===== src/fbs_defs.vh =====
// Constants for the field-bus status lamp and node configuration block
`ifndef FBS_DEFS_VH
`define FBS_DEFS_VH
// Bus variant select
`define FBS_VAR_CAN 1'b0
`define FBS_VAR_DP 1'b1
// Speed codes on the CAN-based variant
`define FBS_SPD_AUTO 2'h0
`define FBS_SPD_125K 2'h1
`define FBS_SPD_250K 2'h2
`define FBS_SPD_500K 2'h3
`define FBS_SPD_DEFAULT 2'h0
// Node address limits
`define FBS_ADDR_MIN 8'h01
`define FBS_CAN_ADDR_MAX 8'hFF
`define FBS_DP_ADDR_MAX 8'h7D
`define FBS_ADDR_DEFAULT 8'h01
// Lamp colour codes {red, green}
`define FBS_LAMP_OFF 2'h0
`define FBS_LAMP_GREEN 2'h1
`define FBS_LAMP_RED 2'h2
// Lamp pattern codes
`define FBS_PAT_OFF 3'h0
`define FBS_PAT_GRN 3'h1
`define FBS_PAT_GRN_BLK 3'h2
`define FBS_PAT_RED 3'h3
`define FBS_PAT_RED_BLK 3'h4
`define FBS_PAT_RED_1 3'h5
`define FBS_PAT_RED_2 3'h6
// Timing: blink half-period of 250 ms at the 40 MHz core clock
`define FBS_HALF_CYC 32'h0098_9680
// Frame steps on which a counted red blink is lit
`define FBS_STEP_BLINK1 4'h0
`define FBS_STEP_BLINK2 4'h2
// Number of half-periods in one counted-blink frame (two blinks then a long pause)
`define FBS_FRAME_STEPS 4'h8
`define FBS_FRAME_LAST 4'h7
`endif


===== src/fbs_lamp_gen.v =====
// Bicolour lamp pattern generator for one lamp
`timescale 1ns/100ps
`include "fbs_defs.vh"
module fbs_lamp_gen (
    // Clock and reset
    input wire core_clk,
    input wire rst,
    // Shared timing
    input wire phase,
    input wire [3:0] step,
    // Requested pattern
    input wire [2:0] pattern,
    // Lamp drive {red, green}
    output reg [1:0] lamp_ff
);
    reg [1:0] nxt_lamp;

    // Map pattern and timing to colour; counted blinks light on steps 0 and 2 only
    always @* begin
        case (pattern)
            `FBS_PAT_GRN: nxt_lamp = `FBS_LAMP_GREEN;
            `FBS_PAT_GRN_BLK: nxt_lamp = phase ? `FBS_LAMP_GREEN : `FBS_LAMP_OFF;
            `FBS_PAT_RED: nxt_lamp = `FBS_LAMP_RED;
            `FBS_PAT_RED_BLK: nxt_lamp = phase ? `FBS_LAMP_RED : `FBS_LAMP_OFF;
            // One blink, then a long pause
            `FBS_PAT_RED_1: nxt_lamp = (step == `FBS_STEP_BLINK1) ? `FBS_LAMP_RED : `FBS_LAMP_OFF;
            // Two blinks, then a long pause
            `FBS_PAT_RED_2: begin
                if (step == `FBS_STEP_BLINK1 || step == `FBS_STEP_BLINK2) begin
                    nxt_lamp = `FBS_LAMP_RED;
                end else begin
                    nxt_lamp = `FBS_LAMP_OFF;
                end
            end
            default: nxt_lamp = `FBS_LAMP_OFF;
        endcase
    end

    // Registered lamp output
    always @(posedge core_clk or posedge rst) begin
        if (rst) begin
            lamp_ff <= `FBS_LAMP_OFF;
        end else begin
            lamp_ff <= nxt_lamp;
        end
    end
endmodule // fbs_lamp_gen


===== src/fbs_status_cfg.v =====
// Field-bus slave status lamps and node configuration
//
// Operation
// - CAN speed auto or 125/250/500k, default auto
// - CAN node address accepted only 1 to 255
// - Duplicate address flags error, blocks joining
// - Module lamp: off, run, size, fault, warn
// - Network lamp: off, connected, idle, fatal, timeout
// - All nodes share one communication speed
// - DP variant follows bus rate automatically
// - DP status lamp: off, init, diag, exception
// - DP mode lamp: offline, exchange, clear, counted red
// - DP node address accepted only 1 to 125
// - CAN variant is group 2 I/O slave only
`timescale 1ns/100ps
`include "fbs_defs.vh"
module fbs_status_cfg #(
    parameter HALF_CYC = `FBS_HALF_CYC
) (
    // Clock and reset
    input wire core_clk,
    input wire rst,
    // Variant select
    input wire variant,
    // Configuration write
    input wire cfg_wr,
    input wire [7:0] cfg_addr,
    input wire [1:0] cfg_speed,
    // Detected conditions from the protocol side
    input wire dup_addr_det,
    input wire dup_check_done,
    input wire board_ok,
    input wire hw_fault,
    input wire size_err,
    input wire minor_warn,
    input wire bus_power,
    input wire connected,
    input wire net_fatal,
    input wire net_timeout,
    input wire init_done,
    input wire diag_pending,
    input wire if_exception,
    input wire online,
    input wire dx_active,
    input wire clear_mode,
    input wire param_err,
    input wire config_err,
    input wire rate_locked,
    // Configuration and status
    output reg [7:0] node_addr_ff,
    output reg [1:0] speed_ff,
    output reg auto_baud_ff,
    output reg cfg_reject_ff,
    output reg dup_addr_ff,
    output reg join_en_ff,
    output reg io_only_ff,
    // Lamps {red, green}
    output wire [1:0] lamp1_ff,
    output wire [1:0] lamp2_ff
);
    ////////////////////////////////////////////////////////////////////////////////
    // Blink timebase
    // One timebase feeds both lamps so that their blinks stay in step; the
    // counted red codes ride on the frame step, plain blinks on the phase bit
    localparam LAMPS = 2; // Lamps driven by this block
    reg [31:0] tick_cnt_ff; // Half-period counter
    reg phase_ff; // Plain blink phase
    reg [3:0] step_ff; // Counted-blink frame step
    reg [2:0] pat1; // Pattern for lamp one
    reg [2:0] pat2; // Pattern for lamp two
    wire addr_ok; // Address inside variant range
    wire [3*LAMPS-1:0] pat_bus; // Patterns of all lamps, lamp one lowest
    wire [2*LAMPS-1:0] lamp_bus; // Drives of all lamps, lamp one lowest

    // Free-running half-period tick from the system clock
    // The counter wraps after HALF_CYC cycles; each wrap flips the phase and
    // moves the counted-blink frame on by one step, wrapping after the last
    always @(posedge core_clk or posedge rst) begin
        if (rst) begin
            tick_cnt_ff <= 32'h0;
            phase_ff <= 1'b0;
            step_ff <= 4'h0;
        end else if (tick_cnt_ff == HALF_CYC - 32'h1) begin
            tick_cnt_ff <= 32'h0;
            phase_ff <= ~phase_ff;
            step_ff <= (step_ff == `FBS_FRAME_LAST) ? 4'h0 : step_ff + 4'h1;
        end else begin
            tick_cnt_ff <= tick_cnt_ff + 32'h1;
        end
    end

    ////////////////////////////////////////////////////////////////////////////////
    // Configuration

    // Range check depends on variant
    // Address 0 is never a valid node on either variant; the upper limit is
    // the variant's own, so a write is judged by the variant selected now
    assign addr_ok = (cfg_addr >= `FBS_ADDR_MIN) &&
        ((variant == `FBS_VAR_DP) ? (cfg_addr <= `FBS_DP_ADDR_MAX)
                                  : (cfg_addr <= `FBS_CAN_ADDR_MAX));

    // Store settings; out-of-range addresses are refused and flagged
    // The speed code is taken on every write on the CAN variant, even when the
    // address is refused; only the address is guarded by the range check.
    // A refused write leaves the old address in force and raises the reject
    // flag until the next write.
    always @(posedge core_clk or posedge rst) begin
        if (rst) begin
            node_addr_ff <= `FBS_ADDR_DEFAULT;
            speed_ff <= `FBS_SPD_DEFAULT;
            cfg_reject_ff <= 1'b0;
        end else if (cfg_wr) begin
            // Reject flag reports the latest write only
            cfg_reject_ff <= ~addr_ok;
            if (addr_ok) begin
                node_addr_ff <= cfg_addr;
            end
            // Speed is fixed by the master's rate; DP ignores it
            if (variant == `FBS_VAR_CAN) begin
                speed_ff <= cfg_speed;
            end
        end
    end

    // Auto detection: always on DP, when selected on CAN
    // The flag follows the stored speed, so it settles one cycle after speed_ff, two cycles after the write
    // The I/O-only flag is fixed: explicit messaging is never offered
    always @(posedge core_clk or posedge rst) begin
        if (rst) begin
            auto_baud_ff <= 1'b1;
            io_only_ff <= 1'b1;
        end else begin
            auto_baud_ff <= (variant == `FBS_VAR_DP) || (speed_ff == `FBS_SPD_AUTO);
            io_only_ff <= 1'b1; // Group 2 slave, I/O only, no explicit messages
        end
    end

    // Duplicate flag sticks until a new address is written; set wins over clear
    // A detection in the same cycle as a valid write keeps the flag set, so a
    // node cannot clear a live clash by rewriting its address.
    // Joining waits for the duplicate check, and on DP also for rate lock.
    always @(posedge core_clk or posedge rst) begin
        if (rst) begin
            dup_addr_ff <= 1'b0;
            join_en_ff <= 1'b0;
        end else begin
            if (dup_addr_det) begin
                dup_addr_ff <= 1'b1;
            end else if (cfg_wr && addr_ok) begin
                dup_addr_ff <= 1'b0;
            end
            // Join only once the check is over and no clash is known
            join_en_ff <= dup_check_done && !dup_addr_det && !dup_addr_ff &&
                (variant == `FBS_VAR_CAN ? 1'b1 : rate_locked);
        end
    end

    ////////////////////////////////////////////////////////////////////////////////
    // Lamp pattern selection, worst condition first
    // CAN variant: lamp one is the module lamp, lamp two the network lamp.
    // DP variant: lamp one is the status lamp, lamp two the operation-mode lamp.
    // Each chain tests the most serious condition first, so a fault always
    // shows over a lesser state.
    always @* begin
        pat1 = `FBS_PAT_OFF;
        pat2 = `FBS_PAT_OFF;
        if (variant == `FBS_VAR_CAN) begin
            // Missing board first, then hardware fault, warning and size error
            // Module lamp
            if (!board_ok) pat1 = `FBS_PAT_OFF;
            else if (hw_fault) pat1 = `FBS_PAT_RED;
            else if (minor_warn) pat1 = `FBS_PAT_RED_BLK;
            else if (size_err) pat1 = `FBS_PAT_GRN_BLK;
            else pat1 = `FBS_PAT_GRN;
            // No bus power first, then fatal or clash, pending check, timeout
            // Network lamp
            if (!bus_power) pat2 = `FBS_PAT_OFF;
            else if (net_fatal || dup_addr_ff) pat2 = `FBS_PAT_RED;
            else if (!dup_check_done) pat2 = `FBS_PAT_OFF;
            else if (net_timeout) pat2 = `FBS_PAT_RED_BLK;
            else if (connected) pat2 = `FBS_PAT_GRN;
            else pat2 = `FBS_PAT_GRN_BLK;
        end else begin
            // An exception shows even before initialisation has finished
            // Status lamp
            if (if_exception) pat1 = `FBS_PAT_RED;
            else if (!init_done) pat1 = `FBS_PAT_OFF;
            else if (diag_pending) pat1 = `FBS_PAT_GRN_BLK;
            else pat1 = `FBS_PAT_GRN;
            // Counted red codes first, then offline, clear and data exchange
            // Operation-mode lamp
            if (config_err) pat2 = `FBS_PAT_RED_2;
            else if (param_err) pat2 = `FBS_PAT_RED_1;
            else if (!online) pat2 = `FBS_PAT_OFF;
            else if (clear_mode) pat2 = `FBS_PAT_GRN_BLK;
            else if (dx_active) pat2 = `FBS_PAT_GRN;
            else pat2 = `FBS_PAT_GRN_BLK;
        end
    end

    ////////////////////////////////////////////////////////////////////////////////
    // Lamp drivers
    // Patterns are packed so that one loop builds every lamp driver
    assign pat_bus = {pat2, pat1};

    // One pattern generator per lamp, all on the shared timebase
    genvar gi;
    generate
        for (gi = 0; gi < LAMPS; gi = gi + 1) begin : g_lamp
            fbs_lamp_gen u_lamp (
                .core_clk(core_clk),
                .rst(rst),
                .phase(phase_ff),
                .step(step_ff),
                .pattern(pat_bus[gi*3 +: 3]),
                .lamp_ff(lamp_bus[gi*2 +: 2])
            );
        end
    endgenerate

    // Each lamp output is the flop inside its generator
    // Lamp one carries the module or status lamp, lamp two the other
    assign lamp1_ff = lamp_bus[1:0];
    assign lamp2_ff = lamp_bus[3:2];
endmodule // fbs_status_cfg


===== config.mk =====
export PLATFORM = sky130hd
export DESIGN_NAME = fbs_status_cfg
export DESIGN_NICKNAME = d
export VERILOG_FILES = /design/src/fbs_lamp_gen.v /design/src/fbs_status_cfg.v
export VERILOG_INCLUDE_DIRS = /design/src
export SDC_FILE = /design/constraint.sdc
export NUM_CORES = 1
export LEC_CHECK = 0
export ABC_AREA = 1
export BUFFER_PORTS_ARGS = -buffer_cell sky130_fd_sc_hd__buf_4
export CORE_MARGIN = 1.5
export CORE_UTILIZATION = 61
export CTS_CLUSTER_DIAMETER = 80
export DETAILED_ROUTE_END_ITERATION = 10
export PLACE_DENSITY = 0.86
export SYNTH_ARGS = -nofsm -noshare
export SYNTH_HDL_FRONTEND = slang
export SYNTH_HIERARCHICAL = 1
export SYNTH_SLANG_ARGS = --single-unit
export TNS_END_PERCENT = 1

===== constraint.sdc =====
create_clock -name core_clk -period 2.9 [get_ports core_clk]
set_input_delay 0.58 -clock core_clk [delete_from_list [all_inputs] [get_ports core_clk]]
set_output_delay 0.58 -clock core_clk [all_outputs]
set_load 0.02 [all_outputs]

==> out/qor.txt, run 1 <==
Post-CTS Resized -> 0
worst hold-check path type -> in2async
placed insts -> 603
Max Cap Violations -> 0
Area Overhead vs Synth -> 17.0%
first-pass GRT wire length -> 12800 microns
CTS tree -> yes
Fin Setup TNS -> 0 ns
Die ar. -> 5800 sq um
Layout Nets -> 575
Max Root-Sink Buffers -> 2
Ports -> 52
largest family of logic cells by synthesized area -> simple AND/OR/NAND/NOR gates
Post-synth EDFFs -> 0
kind of critical path -> reg2reg
mux share of post-synthesis cell area -> 0.690%
pin count of the biggest net entering global routing -> 52
H-tree levels -> 2
Final Core Density -> 74.3%
Clk pin slew, worst setup/hold paths -> 0.10 ns
Synth area leader -> dfrtp_1
syn nets -> 519
residual DRC count -> 0
syn avg cell area -> 6.75 sq um
P_leak -> 2.03 nW
Critical Path AT -> 2.07 ns
PnR worst setup slack -> 1.09 ns
site row count -> 26
Setup Buffers After CTS -> 0
initial antenna violation count -> 0
core area -> 5140 sq um
clk sink count -> 55
final period utilization -> 62.4%
complex-gate fraction of the synthesized area -> 2.99%
Final setup viols -> 0
cell area after layout -> 3820 sq um
Die Y -> 76.2 microns
synth top area cells -> dfrtp_1 41%, nand2_1 19%, nor2_1 10%, inv_1 7.9%, nand3_1 5.5%
total number of vias -> 3128
Final Hold Viols -> 0
clk_skew -> 0.00585 ns
CTS buffer count -> 5
drt initial violations -> 251
startpoint types -> register
worst reg2reg startpoint -> dup_addr_ff$_DFFE_PP0P_
share of the synthesized area in the top cell type -> 40.6%
Critical Path Fanout Max -> 4
Tot GR Track Use -> 27.6%
Tmin final -> 1.81 ns
vias per cell -> 5.12
Worst slew margin -> 49.2%
Post-synth ARST share -> 100%
Warnings, synthesis -> 6
Adder-Cell Fraction of Synth Area -> 0.766%
sequential cell area fraction in the yosys report -> 42.2%
Area after DPL -> 3720 sq um
Total Routed Length -> 7590 microns
CP dominant cell by count -> nand2_1
Cell variety after synth -> 28
RSZ-0062 raised after global routing -> false
main flop type after synthesis -> dfrtp_1
Cell Area, Synth -> 3270 sq um
antenna-violating nets left -> 0
CP max-delay cell -> o41ai_1
status -> finished, final reports clean
Cells after Synth -> 484
PortBufs -> 50
CTS Hold Bufs -> 0
RePlAce Congestion -> 0.917
synthesis-stage register bit count -> 55
vias in the first global route -> 2920
Worst path max stage delay -> 0.63 ns
initial core utilization -> 63.5%
simple logic cell fraction of the synthesized area -> 39.8%
Buf/Inv on CP -> 0
Worst-Skew Late Latency -> 0.31 ns
xor/xnor share of the synthesized area -> 4.29%
final std cells w/o fill -> 611
worst vdd ir -> 377 uV
wire per inst -> 12.4 microns
Place WS -> 0.868 ns
critical path, cell by cell -> or2_2 -> o41ai_1 -> nand2_1 -> nor2_1 -> nand2_1 -> nand2_1
Max Freq -> 553 MHz
Final HPWL DP -> 5870 microns
P per Cell Area -> 389 nW/um^2
CP top delay family -> simple AND/OR/NAND/NOR gates
total power -> 1.49 mW
CP Capture Type -> register
DRT Pass-1 Iters -> 5
Remaining Overflow, GRT -> 0
Die X -> 76.2 microns
n_diodes -> 0
share of layout cells above drive strength 1 -> 15.7%
hold_ws -> 0.131 ns
CTS root buffer -> clkbuf_8
CP startpoint -> dup_addr_ff$_DFFE_PP0P_
Req. time, crit path -> 3.16 ns
max-slew violation count -> 0
measured slew at the worst slew-check pin -> 0.752 ns
layout by cell type (no fill, tap or decap), types with 3 or more instances in the layout:
cell | Yosys | final
buf_4 | 2 | 51
xor2_1 | 13 | 13
clkbuf_8 | 0 | 6
nand2_2 | 6 | 6
inv_2 | 5 | 6
o21ai_0 | 3 | 3
xnor2_1 | 3 | 3
nor2_1 | 90 | 90
nand2_1 | 166 | 166
a21oi_1 | 7 | 7
dfrtp_1 | 53 | 53
nand4_1 | 3 | 3
o22ai_1 | 3 | 3
nor2_2 | 7 | 7
nand3_1 | 36 | 36
inv_1 | 69 | 68
worst register-to-register path, delay by kind of cell (launching register included):
family,cells,cell delay (ns)
AND/OR/NAND/NOR,5,0.70
AO/OA/AOI/OAI,1,0.63
flip-flops,1,0.43
synth_stat cells, types with 2 or more instances:
cell and n:
a21oi_1 7, a31oi_1 2, buf_4 2, dfrtp_1 53, dfstp_2 2, ha_1 2
inv_1 69, inv_2 5, mux2_2 2, nand2_1 166, nand2_2 6, nand3_1 36
nand4_1 3, nor2_1 90, nor2_2 7, nor3_1 2, o21ai_0 3, o22ai_1 3
xnor2_1 3, xor2_1 13
cell type report:
class / count / area, sq um
Multi-Input combinational cell: 352 / 1590
Sequential cell: 55 / 1380
Fill cell: 432 / 1320
Timing Repair Buffer: 51 / 383
Inverter: 75 / 282
Tap cell: 70 / 87.6
Clock buffer: 6 / 82.6
Clock inverter: 2 / 16.3
power breakdown:
group / leakage (nW) / internal, mW / total [mW] / switching [mW]
clock: 0.0474 / 0.196 / 0.458 / 0.263
combinational: 1.26 / 0.0920 / 0.216 / 0.124
sequential: 0.722 / 0.796 / 0.811 / 0.0150
sequential cells by signal, summed over array words and instances, names as in the netlist:
register / count
join_en_ff: 1
step_ff: 4
dup_addr_ff: 1
node_addr_ff: 8
tick_cnt_ff: 32
phase_ff: 1
g_lamp.u_lamp/lamp_ff: 4
cfg_reject_ff: 1
auto_baud_ff: 1
speed_ff: 2
path summary, 6_finish.rpt:
check                                                         to  slack [ns]  cells past startpoint
setup / recovery           g_lamp[1].u_lamp/lamp_ff[1]$_DFF_PP0_        1.09                      6
hold / removal             g_lamp[1].u_lamp/lamp_ff[1]$_DFF_PP0_        0.13                      2
setup reg to reg           g_lamp[1].u_lamp/lamp_ff[1]$_DFF_PP0_        1.09                      6
hold reg to reg                           auto_baud_ff$_DFF_PP1_        0.47                      1
max in group asynchronous                   join_en_ff$_DFF_PP0_        2.03                      3
min in group core_clk                       join_en_ff$_DFF_PP0_        0.42                      2
metal layers:
| metal | track usage [%] | part of all wire, % | vias to the layer above |
|---|---|---|---|
| li1 | - | - | 1577 |
| met1 | 35.3 | 42 | 1430 |
| met2 | 47.5 | 50 | 102 |
| met3 | 4.07 | 5.5 | 19 |
| met4 | 10.4 | 2.4 | 0 |
| met5 | 0 | 0 | - |
cell families after synthesis:
group           Yosys count
compound gates           17
xor+xnor                 16
fa+ha+maj                 2
buf+inv                  77
flops                    55
mux                       2
other cells               1
simple gates            314
Note: power is estimated with default switching activity, not from simulation.
==> run 2: changes to the inputs <==
ABC_AREA = 0   (was 1)
CORE_UTILIZATION = 50   (was 61)
PLACE_DENSITY = 0.77   (was 0.86)
clock period = 1.5 ns   (was 2.9 ns; I/O delays follow)
==> run 2 against run 1 <==
  * The run now ends with setup timing left
  * Critical path depth fell by 1
  * Critical endpoint is now step_ff[0]$_DFFE_PP0N_
  * Via count shrank 21%
  * Clock power is 87% higher
  * Largest cell class unchanged
  * Synthesized cell count down 44%
  * Core utilization shrank 0.36 points
  * Worst hold slack worse by 0.0014 ns
  * Clock skew up 0.0026 ns
  * Sequential cell count stayed put
  * Synthesized area fell by 13%
==> out/qor.txt, run 2 <==
RePlAce Congestion -> 0.841
final period utilization -> 129%
Max Root-Sink Buffers -> 2
CTS root buffer -> clkbuf_8
residual DRC count -> 0
n_diodes -> 0
CP Capture Type -> register
P per Cell Area -> 709 nW/um^2
vias in the first global route -> 2461
max-slew violation count -> 0
CTS tree -> yes
most frequent cells after synthesis -> 53 x dfrtp_1, 22 x nor2_1, 19 x xor2_1, 18 x nand2_1
Post-synth ARST share -> 100%
Critical Path AT -> 2.15 ns
Cell variety after synth -> 45
pin count of the biggest net entering global routing -> 19
most instantiated library cell after synthesis -> dfrtp_1
Worst path max stage delay -> 0.41 ns
site row count -> 27
CTS buffer count -> 5
PortBufs -> 50
main flop type after synthesis -> dfrtp_1
sequential cell area fraction in the yosys report -> 48.6%
Final Core Density -> 74.0%
Die ar. -> 6130 sq um
wire per inst -> 15.4 microns
measured slew at the worst slew-check pin -> 0.626 ns
worst vdd ir -> 670 uV
top flop regs -> tick_cnt_ff: 32 flops, node_addr_ff: 8 flops
max reg flops -> 32
share of the synthesized area in the top cell type -> 46.8%
Ports -> 52
Total Routed Length -> 7050 microns
vias per cell -> 5.37
Req. time, crit path -> 1.71 ns
drt initial violations -> 140
Max Freq -> 516 MHz
Layout Nets -> 419
total power -> 2.87 mW
syn nets -> 307
clk_skew -> 0.00842 ns
kind of critical path -> reg2reg
P_leak -> 1.97 nW
Clk pin slew, worst setup/hold paths -> 0.11 ns
Area Overhead vs Synth -> 42.8%
PnR worst setup slack -> -0.438 ns
Die X -> 78.3 microns
CP max-delay cell -> dfrtp_1
Cell Area, Synth -> 2840 sq um
critical path, cell by cell -> nor4b_1 -> nand4_1 -> buf_4 -> nor4b_4 -> mux2_2
synth top area cells -> dfrtp_1 47%, xor2_1 5.9%, mux2_2 5.2%, nor2_1 2.9%, xnor2_1 2.5%
H-tree levels -> 2
CP startpoint -> tick_cnt_ff[8]$_DFF_PP0_
Worst-Skew Late Latency -> 0.32 ns
Final HPWL DP -> 4960 microns
Critical Path Fanout Max -> 4
synthesis-stage register bit count -> 55
Most flops, register -> tick_cnt_ff
DRT Pass-1 Iters -> 4
Die Y -> 78.3 microns
Tmin final -> 1.94 ns
Max Cap Violations -> 0
startpoint types -> register
Remaining Overflow, GRT -> 0
total number of vias -> 2456
first-pass GRT wire length -> 11400 microns
status -> complete, but fails checks
most frequent cells in the layout -> 106 x buf_4, 50 x dfrtp_1, 19 x xor2_1
clk sink count -> 55
failing checks -> setup timing
initial core utilization -> 51.8%
worst hold path startpoint -> dup_addr_det
register area -> 1380 sq um
Synth area leader -> dfrtp_1
initial antenna violation count -> 0
core area -> 5470 sq um
worst reg2reg startpoint -> tick_cnt_ff[8]$_DFF_PP0_
Post-synth EDFFs -> 0
Filler Cell Count -> 367
Final Hold Viols -> 0
Cells after Synth -> 272
antenna-violating nets left -> 0
share of layout cells above drive strength 1 -> 47.0%
Tot GR Track Use -> 23.9%
Warnings, synthesis -> 6
syn avg cell area -> 10.4 sq um
worst hold-check path type -> in2reg
area occupied by multi-input gates -> 1560 sq um
Worst slew margin -> 58.3%
Final setup viols -> 30
RSZ-0062 raised after global routing -> true
commonest non-fill, non-tap cell in the layout -> buf_4
## run 2: cell types whose count changed in the layout (fill, tap and decap cells not counted), sizes merged, moves of 6 or more
cell	change
inv	-59
nand4	+9
nor4	+8
nand3	-27
nor2	-76
o21ai	+9
nor4b	+8
buf	+61
mux2	+11
nand2	-154
xor2	+6
nor2b	+11
## run 2: stage by stage
stage / area [sq um] / setup TNS (ns) / worst slack, ns / cells / hold WS (ns)
2_1_floorplan: 2850 / -5.77 / -0.249 / 272 / 0.0412
3_3_place_gp: 3710 / -7.96 / -0.322 / 446 / 0.180
3_5_place_dp: 3710 / -9.89 / -0.404 / 446 / 0.182
4_1_cts: 3920 / -6.71 / -0.362 / 456 / 0.127
5_1_grt: 4050 / -10.77 / -0.498 / 457 / 0.120
6_report: 4050 / -8.62 / -0.438 / 457 / 0.130
## run 2: worst paths after layout
check | cells past startpoint | to | slack, ns
min | 2 | join_en_ff$_DFF_PP0_ | 0.13
min reg2reg | 1 | auto_baud_ff$_DFF_PP1_ | 0.49
max reg2reg | 5 | step_ff[0]$_DFFE_PP0N_ | -0.44
min in group asynchronous | 3 | g_lamp[0].u_lamp/lamp_ff[1]$_DFF_PP0_ | 0.40
max in group asynchronous | 4 | tick_cnt_ff[10]$_DFF_PP0_ | 0.51
max | 5 | step_ff[0]$_DFFE_PP0N_ | -0.44
## run 2: kinds of logic after synthesis
| group | count (synthesis) | share of synthesized area [%] |
|---|---|---|
| other | 1 | 0.132 |
| XOR/XNOR | 27 | 8.34 |
| buffers and inverters | 21 | 3.57 |
| multiplexers | 14 | 5.52 |
| AND/OR/NAND/NOR | 116 | 25.2 |
| AO/OA/AOI/OAI | 36 | 7.77 |
| flip-flops | 55 | 48.6 |
| adder cells (fa/ha/maj) | 2 | 0.882 |
## run 2: cell type report
| class | count | area share (%) |
|---|---|---|
| flip-flops and latches | 55 | 34.2 |
| inverters | 13 | 1.21 |
| repair buffers | 113 | 21.6 |
| clock inverters | 3 | 0.556 |
| clock buffers | 5 | 1.70 |
| multi-input cells | 196 | 38.6 |
| well taps | 72 | 2.23 |
## run 2: where the power goes
group	total (mW)	leakage (nW)	switching (mW)	internal, mW
logic	0.442	1.21	0.220	0.221
clock network	0.855	0.0489	0.516	0.339
registers	1.57	0.713	0.0299	1.54
## run 2: critical path, delay by kind of cell, from the launching register on
family                 cells  cell delay, ns
multiplexers               1            0.37
buffers and inverters      1            0.19
AND/OR/NAND/NOR            3            0.85
flip-flops                 1            0.41
## run 2: layer usage
metal	GRT usage [%]	vias up	part of all wire [%]
met5	0	-	0
met4	8.75	0	2.9
met3	4.65	19	4.2
met2	41.0	58	52
met1	29.9	1183	41
li1	-	1196	-
## run 2: what timing repair did
item / in CTS / in global routing
pin swaps: 15 / 7
gates cloned: 0 / 0
buffers inserted: 1 / 1
hold endpoints to repair: 12 / 0
endpoints found under the setup margin: 34 / 35
resized for setup: 20 / 25
hold buffers: 1 / 0
